## src/apcs_cfg.svh

```systemverilog
// apcs_cfg.svh: register offsets, field positions, reset values and timing counts.
// assumes: included by bare name from the package and the design modules.
`ifndef APCS_CFG_SVH
`define APCS_CFG_SVH

// wishbone byte offsets
`define APCS_CTRL_OFS 4'h0
`define APCS_STAT_OFS 4'h4
// control field positions
`define APCS_ON_BIT 15
`define APCS_TRIG_BIT 10
`define APCS_RESULT_FORMAT_SELECT_BIT 8
`define APCS_EIE_BIT 7
`define APCS_ORDER_BIT 6
`define APCS_SEQ_BIT 5
`define APCS_FREE_BIT 4
`define APCS_DIV_LSB 0
// masks of bits that exist
`define APCS_CTRL_MASK 16'h85F7
`define APCS_STAT_MASK 16'h007F
// reset values
`define APCS_DIV_RESET 3'h3
`define APCS_CTRL_RESET 16'h0003
// dedicated sample phase length in divided clock ticks
`define APCS_SAMPLE_TICKS 2'h2

`endif

```

## src/apcs_pkg.sv

```systemverilog
// apcs_pkg.sv: types shared by the pair control modules.
// assumes: apcs_cfg.svh on the include path.
`include "apcs_cfg.svh"

package apcs_pkg;

  // conversion sequencer states, one-hot
  typedef enum logic [4:0] {
    APCS_IDLE = 5'b0_0001,
    APCS_SAMP = 5'b0_0010,
    APCS_CONV1 = 5'b0_0100,
    APCS_CONV2 = 5'b0_1000,
    APCS_DONE = 5'b1_0000
  } apcs_state_t;

  // handshake with the analog side
  typedef struct packed {
    logic ded_sample;
    logic shr_sample;
    logic conv_start;
    logic conv_second;
    logic conv_odd;
  } apcs_ana_t;

  // settings decoded from the control register
  typedef struct packed {
    logic on;
    logic trig;
    logic frac;
    logic early;
    logic order;
    logic seq;
    logic free_run;
    logic [2:0] div;
  } apcs_cfg_t;

endpackage

```

## src/apcs_clkdiv.sv

```systemverilog
// apcs_clkdiv.sv: converter clock divider, one tick every div+1 source cycles.
// assumes: div only changes while the converter is off.
`timescale 1ns/1ps

module apcs_clkdiv
  import apcs_pkg::*;
(
  // clock and reset
  input wire logic clk_i,
  input wire logic rst_i,
  // control
  input wire logic run_i,
  input wire logic [2:0] div_i,
  // divided tick
  output logic tick_o
);

  typedef struct packed {
    logic [2:0] cnt;
    logic tick;
  } apcs_div_st_t;

  apcs_div_st_t st_reg;
  apcs_div_st_t st_next;

  // count 0..div, tick when wrapping
  always_comb
  begin
    st_next = st_reg;
    st_next.tick = 1'b0;
    if (!run_i)
    begin
      st_next.cnt = 3'h0;
    end
    else if (st_reg.cnt >= div_i)
    begin
      st_next.cnt = 3'h0;
      st_next.tick = 1'b1;
    end
    else
    begin
      st_next.cnt = st_reg.cnt + 3'h1;
    end
  end

  always_ff @(posedge clk_i)
  begin
    if (rst_i)
      st_reg <= '0;
    else
      st_reg <= st_next;
  end

  assign tick_o = st_reg.tick;

endmodule

```

## src/apcs_top.sv

```systemverilog
// apcs_top.sv: pair converter control and status with a classic wishbone slave.
// assumes: triggers and analog done come from the same clock domain; raw data
// is 10 bits from the SAR.
//
// Local design decisions: the Wishbone interface to the registers and the register addresses.
`timescale 1ns/1ps
`include "apcs_cfg.svh"

// Function
// RULE_01: soft trigger bit 10 starts software pairs; software clears it itself.
// RULE_02: format 1 gives left-justified fractional, 0 right-justified integer.
// RULE_03: early select raises pair interrupt after first conversion, else second.
// RULE_04: order bit picks odd or even input first.
// RULE_05: sequential mode samples shared hold at second or first conversion by order.
// RULE_06: simultaneous mode samples shared hold with dedicated, else next cycle.
// RULE_07: free-running dedicated hold samples until a trigger ends it.
// RULE_08: otherwise sampling starts on trigger and lasts two divided clocks.
// RULE_09: divider field divides by value plus one; reset value 011.
// RULE_10: settings writes are ignored while the converter is on.
// RULE_11: order and sequential bits absent unless built with one SAR.
// RULE_12: each of seven pair ready flags sets when its data is buffered.
// RULE_13: ready flag clears only on a written zero; hardware set wins.
// RULE_14: unimplemented status bits 15-7 and control bits 9, 3 read zero.
module apcs_top
  import apcs_pkg::*;
#(
  parameter int PAIRS = 7,
  parameter bit ONE_SAR = 1'b1
)
(
  // clock and reset
  input wire logic clk_i,
  input wire logic rst_i,
  // wishbone slave
  input wire logic wb_cyc_i,
  input wire logic wb_stb_i,
  input wire logic wb_we_i,
  input wire logic [3:0] wb_adr_i,
  input wire logic [3:0] wb_sel_i,
  input wire logic [31:0] wb_dat_i,
  output logic [31:0] wb_dat_o,
  output logic wb_ack_o,
  // trigger sources per pair
  input wire logic [PAIRS-1:0] hw_trig_i,
  input wire logic [PAIRS-1:0] sw_trig_sel_i,
  // analog side
  input wire logic conv_done_i,
  input wire logic [9:0] conv_data_i,
  output apcs_pkg::apcs_ana_t ana_o,
  // results
  output logic [15:0] result_o,
  output logic result_valid_o,
  output logic [2:0] result_pair_o,
  output logic [PAIRS-1:0] pair_irq_o
);

  typedef struct packed {
    apcs_cfg_t cfg;
    logic [PAIRS-1:0] ready;
    apcs_state_t state;
    logic [PAIRS-1:0] pend;
    logic [2:0] pair;
    logic [1:0] samp_cnt;
    logic shr_late;
    apcs_ana_t ana;
    logic [15:0] result;
    logic result_valid;
    logic [PAIRS-1:0] irq;
    logic [31:0] dat;
    logic ack;
  } apcs_st_t;

  apcs_st_t st_reg;
  apcs_st_t st_next;
  logic tick;
  logic [15:0] ctrl_rd;
  logic [15:0] stat_rd;
  logic [15:0] wdat;
  logic [PAIRS-1:0] trig_any;
  logic [PAIRS-1:0] trig_low;
  logic first_odd;
  logic div_run;
  logic [15:0] fmt_data;

  // divider runs only around the sampling phase, so that it always starts
  // from zero and two ticks are exactly two whole divided clocks; a free
  // running divider would cut the first divided clock short by its phase
  always_comb
  begin
    div_run = 1'b0;
    if (st_reg.cfg.on)
    begin
      if (st_reg.state == APCS_SAMP)
        div_run = 1'b1; // [RULE_08]
      else if (st_reg.state == APCS_IDLE && st_reg.pend != '0 && !st_reg.cfg.free_run)
        div_run = 1'b1; // [RULE_08]
    end
  end

  // place the raw code left-justified (fractional) or right-justified (integer)
  always_comb
  begin
    if (st_reg.cfg.frac)
      fmt_data = {conv_data_i, 6'h00}; // [RULE_02]
    else
      fmt_data = {6'h00, conv_data_i}; // [RULE_02]
  end

  // divided converter clock
  apcs_clkdiv u_div (
    .clk_i(clk_i),
    .rst_i(rst_i),
    .run_i(div_run),
    .div_i(st_reg.cfg.div), // [RULE_09]
    .tick_o(tick)
  );

  // register read views; absent bits stay zero
  always_comb
  begin
    ctrl_rd = 16'h0000; // [RULE_14]
    ctrl_rd[`APCS_ON_BIT] = st_reg.cfg.on;
    ctrl_rd[`APCS_TRIG_BIT] = st_reg.cfg.trig;
    ctrl_rd[`APCS_RESULT_FORMAT_SELECT_BIT] = st_reg.cfg.frac;
    ctrl_rd[`APCS_EIE_BIT] = st_reg.cfg.early;
    ctrl_rd[`APCS_ORDER_BIT] = st_reg.cfg.order;
    ctrl_rd[`APCS_SEQ_BIT] = st_reg.cfg.seq;
    ctrl_rd[`APCS_FREE_BIT] = st_reg.cfg.free_run;
    ctrl_rd[`APCS_DIV_LSB +: 3] = st_reg.cfg.div;
    stat_rd = 16'h0000; // [RULE_14]
    stat_rd[PAIRS-1:0] = st_reg.ready;
  end

  // trigger sources: hardware pins or the global soft trigger
  assign trig_any = hw_trig_i | (sw_trig_sel_i & {PAIRS{st_reg.cfg.trig}}); // [RULE_01]
  assign trig_low = trig_any & ~(trig_any - 1'b1);
  assign first_odd = ONE_SAR ? st_reg.cfg.order : 1'b0; // [RULE_04] [RULE_11]
  assign wdat = wb_dat_i[15:0];

  // main next-state logic
  always_comb
  begin
    st_next = st_reg;
    st_next.ack = 1'b0;
    st_next.result_valid = 1'b0;
    st_next.irq = '0;
    st_next.ana.shr_sample = 1'b0;
    st_next.ana.conv_start = 1'b0;
    // wishbone slave, one wait cycle then ack for a single cycle
    if (wb_cyc_i && wb_stb_i && !st_reg.ack)
    begin
      st_next.ack = 1'b1;
      st_next.dat = 32'h0000_0000;
      if (wb_adr_i == `APCS_CTRL_OFS)
        st_next.dat[15:0] = ctrl_rd;
      else if (wb_adr_i == `APCS_STAT_OFS)
        st_next.dat[15:0] = stat_rd;
      if (wb_we_i && wb_adr_i == `APCS_CTRL_OFS)
      begin
        if (wb_sel_i[1])
        begin
          st_next.cfg.on = wdat[`APCS_ON_BIT];
          st_next.cfg.trig = wdat[`APCS_TRIG_BIT]; // [RULE_01]
          if (!st_reg.cfg.on) // [RULE_10]
            st_next.cfg.frac = wdat[`APCS_RESULT_FORMAT_SELECT_BIT];
        end
        if (wb_sel_i[0] && !st_reg.cfg.on) // [RULE_10]
        begin
          st_next.cfg.early = wdat[`APCS_EIE_BIT];
          st_next.cfg.order = ONE_SAR & wdat[`APCS_ORDER_BIT]; // [RULE_11]
          st_next.cfg.seq = ONE_SAR & wdat[`APCS_SEQ_BIT]; // [RULE_11]
          st_next.cfg.free_run = wdat[`APCS_FREE_BIT];
          st_next.cfg.div = wdat[`APCS_DIV_LSB +: 3];
        end
      end
      if (wb_we_i && wb_adr_i == `APCS_STAT_OFS && wb_sel_i[0])
        st_next.ready = st_reg.ready & wdat[PAIRS-1:0]; // [RULE_13]
    end
    // latch trigger requests while on
    if (st_reg.cfg.on)
      st_next.pend = st_next.pend | trig_any;
    else
      st_next.pend = '0;
    // pair sequencer
    case (st_reg.state)
      APCS_IDLE:
      begin
        st_next.ana.ded_sample = st_reg.cfg.on && st_reg.cfg.free_run; // [RULE_07]
        if (st_reg.cfg.on && st_reg.pend != '0)
        begin
          for (int i = PAIRS - 1; i >= 0; i--)
            if (st_reg.pend[i])
              st_next.pair = 3'(i);
          st_next.pend = st_next.pend & ~(st_reg.pend & ~(st_reg.pend - 1'b1));
          st_next.samp_cnt = 2'h0;
          st_next.ana.conv_odd = first_odd;
          if (st_reg.cfg.free_run)
          begin
            st_next.ana.ded_sample = 1'b0; // [RULE_07]
            st_next.state = APCS_CONV1;
            st_next.ana.conv_start = 1'b1;
            st_next.ana.conv_second = 1'b0;
            st_next.shr_late = st_reg.cfg.seq && !st_reg.cfg.order; // [RULE_05]
            st_next.ana.shr_sample = !(st_reg.cfg.seq && !st_reg.cfg.order); // [RULE_05] [RULE_06]
          end
          else
          begin
            st_next.ana.ded_sample = 1'b1; // [RULE_08]
            st_next.state = APCS_SAMP;
          end
        end
      end
      APCS_SAMP:
      begin
        if (tick)
          st_next.samp_cnt = st_reg.samp_cnt + 2'h1;
        if (tick && st_reg.samp_cnt == `APCS_SAMPLE_TICKS - 2'h1) // [RULE_08]
        begin
          st_next.ana.ded_sample = 1'b0;
          st_next.state = APCS_CONV1;
          st_next.ana.conv_start = 1'b1;
          st_next.ana.conv_second = 1'b0;
          st_next.shr_late = st_reg.cfg.seq && !st_reg.cfg.order; // [RULE_05]
          st_next.ana.shr_sample = !(st_reg.cfg.seq && !st_reg.cfg.order); // [RULE_06]
        end
      end
      APCS_CONV1:
      begin
        if (conv_done_i)
        begin
          st_next.result = fmt_data; // [RULE_02]
          st_next.result_valid = 1'b1;
          st_next.irq[st_reg.pair] = st_reg.cfg.early; // [RULE_03]
          st_next.state = APCS_CONV2;
          st_next.ana.conv_start = 1'b1;
          st_next.ana.conv_second = 1'b1;
          st_next.ana.conv_odd = ~st_reg.ana.conv_odd;
          st_next.ana.shr_sample = st_reg.shr_late; // [RULE_05] [RULE_06]
        end
      end
      APCS_CONV2:
      begin
        if (conv_done_i)
        begin
          st_next.result = fmt_data; // [RULE_02]
          st_next.result_valid = 1'b1;
          st_next.irq[st_reg.pair] = !st_reg.cfg.early; // [RULE_03]
          st_next.state = APCS_DONE;
        end
      end
      APCS_DONE:
      begin
        st_next.ready[st_reg.pair] = 1'b1; // [RULE_12] [RULE_13]
        st_next.ana.conv_second = 1'b0;
        st_next.state = APCS_IDLE;
      end
      default:
        st_next.state = APCS_IDLE;
    endcase
    if (!st_reg.cfg.on && st_reg.state != APCS_DONE)
    begin
      st_next.state = APCS_IDLE;
      st_next.ana.ded_sample = 1'b0;
    end
  end

  always_ff @(posedge clk_i)
  begin
    if (rst_i)
    begin
      st_reg <= '0;
      st_reg.cfg.div <= `APCS_DIV_RESET; // [RULE_09]
      st_reg.state <= APCS_IDLE;
    end
    else
      st_reg <= st_next;
  end

  // outputs straight from the state register
  assign wb_dat_o = st_reg.dat;
  assign wb_ack_o = st_reg.ack;
  assign ana_o = st_reg.ana;
  assign result_o = st_reg.result;
  assign result_valid_o = st_reg.result_valid;
  assign result_pair_o = st_reg.pair;
  assign pair_irq_o = st_reg.irq;

endmodule

```

## config.mk

```make
export PLATFORM = sky130hd
export DESIGN_NAME = apcs_top
export DESIGN_NICKNAME = d
export VERILOG_FILES = /design/src/apcs_pkg.sv /design/src/apcs_clkdiv.sv /design/src/apcs_top.sv
export VERILOG_INCLUDE_DIRS = /design/src /design/src/src
export SDC_FILE = /design/constraint.sdc
export NUM_CORES = 1
export LEC_CHECK = 0
export BUFFER_PORTS_ARGS = -buffer_cell sky130_fd_sc_hd__buf_2
export CAP_MARGIN = 20
export CORE_MARGIN = 2
export CORE_UTILIZATION = 45
export DETAILED_ROUTE_END_ITERATION = 8
export PLACE_DENSITY_LB_ADDON = 0.05
export SYNTH_ARGS = -nofsm -noshare
export SYNTH_HDL_FRONTEND = slang
export SYNTH_HIERARCHICAL = 1
export SYNTH_SLANG_ARGS = --single-unit
```

## constraint.sdc

```tcl
create_clock -name clk_i -period 2.4 [get_ports clk_i]
set_clock_uncertainty 0.2 [all_clocks]
set_input_delay 0.12 -clock clk_i [delete_from_list [all_inputs] [get_ports clk_i]]
set_output_delay 0.12 -clock clk_i [all_outputs]
set_load 0.005 [all_outputs]
```

==> impl_metrics.ini <==
[clocking]
insertion_delay_ns = 0.35
cts_tree = built
cts-buffers-inserted = 9
buffer_levels_on_the_longest_clock_path = 2
clk_pin_slew_ns = 0.08
clock_sink_count = 80
htree_levels = 3
cts-root-buf = sky130_fd_sc_hd__clkbuf_8
post_cts_buffers = 0

[pwr]
leakage_nw = 1.99
vdd_drop_max_v = 0.000259
power_density_mw_per_mm2 = 557

[place]
io_buffer_count = 90
placedCellCount = 581
gp_congestion = 0.818
pre_cts_slack_ns = 0.137
hpwlAfterDp_mm = 6.27

[critical_path]
worst_setup_path_startpoint = st_reg[72]$_SDFF_PP0_
setup.reg_to_reg.worst_slack_ns = 0.16
cp_cell_sequence = or4_4 -> o41a_2 -> nand2_8 -> o21ai_0 -> nand2b_1 -> and2b_1
cpPeakStageDelay_ns = 0.54
crit_path_top_delay_cell = sky130_fd_sc_hd__or4_4
critical_path.max_fanout = 10
r2r_end = u_div/tick_o$_SDFF_PP0_
crit_type = register to register
timing.critical_path.to_type = register
worst_ep_required_time_ns = 2.45
critical_path.startpoint_type = register
timing.critical_path.arrival_ns = 2.29
crit-reg2reg-launch = st_reg[72]$_SDFF_PP0_
rr_worst_depth = 6

[floorplanning]
die-width_um = 97.5
design.die.area_mm2 = 0.00951
ioPinCount = 135
core_mm2 = 0.00859
initial_utilization_pct = 45.8
core.rowCount = 34
chipHeight_um = 97.5

[flow_run]
cap_violations = 0

[timing]
finalSetupViolations = 0
max_freq_mhz = 447
timing.final.crit_share_pct = 93.1
timing_worst_slew_pin_value_ns = 0.757
maxSlewHeadroom_pct = 49.3
setup_repair_after_global_routing_missed_its_margin = false
timing_hold_violations_final = 0
setup_total_negative_slack_ns = 0
layout_min_cycle_time_ns = 2.24
worst_slack_ns = 0.164
timing.final.max_slew_violations = 0

[logic_synthesis]
ys_top_cells_by_area = sky130_fd_sc_hd__dfxtp_1, sky130_fd_sc_hd__buf_4, sky130_fd_sc_hd__nor2_1
avgSynthCellArea_um2 = 8.99
synthCells = 438
ys_warns = 6
most_instantiated_library_cell_after_synthesis = sky130_fd_sc_hd__dfxtp_1
synth.top_cell.area_share_pct = 40.7
synthFlopType = sky130_fd_sc_hd__dfxtp_1
synth.ff_latch_count = 80
postSynth.asyncResetShare_pct = 0
number_of_synthesized_flops_with_an_enable_pin = 0
number_of_distinct_library_cells_after_synthesis = 61
synth.largest_area_cell = sky130_fd_sc_hd__dfxtp_1
yosysSeqAreaShare_pct = 40.7
netlist_area_mm2 = 0.00394
yosys-top-cells-count = sky130_fd_sc_hd__dfxtp_1, sky130_fd_sc_hd__buf_4, sky130_fd_sc_hd__nor2_1

[finish]
insertedDiodeCount = 0
area.growth.synth_to_final_pct = 18.9
largest_register_ff_count = 22
final_nets = 595
post_layout_nonfiller_instances = 632
drive_gt1_share_pct = 26.3

[grt]
global_route.usage.total_pct = 19.8
grt_pass1_wl_mm = 15.3
grt_pass1_vias = 3185
grt_overflow = 0
grt_max_degree = 33
initial_antenna_violation_count = 0

[min_path]
worst_hold_startpoint = rst_i
whs_endpoint = ctrl_rd[10]$_SDFFE_PP0P_
timing.hold.worst_path_depth = 2
worstHoldPathType = input port to register

[status]
outcome = finished, final reports clean

[drt]
drt-vias-per-instance = 5.12
dr.first_iter.drc_count = 114
antenna_left = 0
routed-via-count = 3234
drc = 0
routed_length_per_placed_instance_um = 14.3
drt-total-wl_mm = 9.06
drt-pass1-iter-count = 4
## cell type report
class | instances | area (um^2)
well taps | 108 | 135
repair buffers | 140 | 916
clock buffers | 10 | 138
clock inverters | 5 | 81.3
flip-flops and latches | 80 | 1600
fillers | 837 | 3910
inverters | 8 | 30.0
multi-input cells | 281 | 1780
## worst max path at each step
stage / cells after the start / to
5_1_grt: 7 / u_div/st_reg[2]$_SDFF_PP0_
4_1_cts: 6 / u_div/tick_o$_SDFF_PP0_
3_3_place_gp: 6 / u_div/tick_o$_SDFF_PP0_
2_1_floorplan: 7 / u_div/tick_o$_SDFF_PP0_
3_5_place_dp: 6 / u_div/tick_o$_SDFF_PP0_
6_report: 6 / u_div/tick_o$_SDFF_PP0_
## critical path: cells and delay by family, from the launching register on
family           cells  cell delay [ns]
AO/OA/AOI/OAI        2             0.60
flip-flops           1             0.35
AND/OR/NAND/NOR      4             0.98
## cell usage in the layout (no fill, tap or decap), types with 4 or more instances in the layout
cell / netlist / layout
sky130_fd_sc_hd__nor3b_1: 4 / 4
sky130_fd_sc_hd__mux2i_1: 13 / 13
sky130_fd_sc_hd__inv_1: 8 / 8
sky130_fd_sc_hd__dfxtp_1: 80 / 80
sky130_fd_sc_hd__nand2_1: 20 / 20
sky130_fd_sc_hd__nor2_1: 40 / 40
sky130_fd_sc_hd__a21oi_1: 19 / 19
sky130_fd_sc_hd__nand2b_1: 8 / 8
sky130_fd_sc_hd__a211oi_1: 17 / 17
sky130_fd_sc_hd__a221oi_1: 6 / 6
sky130_fd_sc_hd__ha_1: 5 / 5
sky130_fd_sc_hd__buf_2: 4 / 90
sky130_fd_sc_hd__dlygate4sd3_1: 0 / 36
sky130_fd_sc_hd__nand3_1: 13 / 13
sky130_fd_sc_hd__conb_1: 1 / 21
sky130_fd_sc_hd__nor2b_1: 13 / 13
sky130_fd_sc_hd__a22o_1: 12 / 12
sky130_fd_sc_hd__nor3_1: 16 / 16
sky130_fd_sc_hd__buf_4: 65 / 14
sky130_fd_sc_hd__clkbuf_8: 0 / 10
sky130_fd_sc_hd__a31oi_1: 4 / 4
sky130_fd_sc_hd__o21ai_0: 15 / 15
## where the power goes
group / total [mW] / switching, mW / internal [mW]
Combinational: 0.164 / 0.0756 / 0.0889
Clock: 1.10 / 0.496 / 0.609
Sequential: 1.34 / 0.00376 / 1.33
Total: 2.61 / 0.576 / 2.03
## layer usage
metal / GRT usage [%] / share of wire [%]
met2: 32.6 / 47
met1: 26.3 / 47
met5: 0 / 0
met3: 3.45 / 4.9
met4: 6.62 / 1.4
## cells by family (layout without fill, tap and decap cells)
kind of cell	count (synthesis)	after routing	share of synthesized area [%]
other	1	21	0.0953
adder cells (fa/ha/maj)	5	5	1.59
XOR/XNOR	2	2	0.445
AND/OR/NAND/NOR	146	146	20.6
AO/OA/AOI/OAI	93	93	16.8
buffers and inverters	97	163	16.2
multiplexers	14	14	3.59
flip-flops	80	80	40.7
## per-stage QoR
step,hold WS (ns),area (um^2),total power [mW],utilization [%]
after floorplan,0.0379,4010,1.45,-
final,0.0571,4680,2.61,54.5
after global placement,0.146,4100,1.49,47.7
after detailed placement,0.152,4100,1.49,47.7
after CTS,0.0489,4680,2.63,54.5
after global routing,0.0858,4680,2.71,54.5
## timing repair
| action | in CTS | in global routing |
|---|---|---|
| resized for setup | 0 | 1 |
| endpoints found under the setup margin | 0 | 2 |
| hold buffers | 36 | 0 |
| hold endpoints to repair | 43 | 0 |
Note: power is estimated with default switching activity, not from simulation.
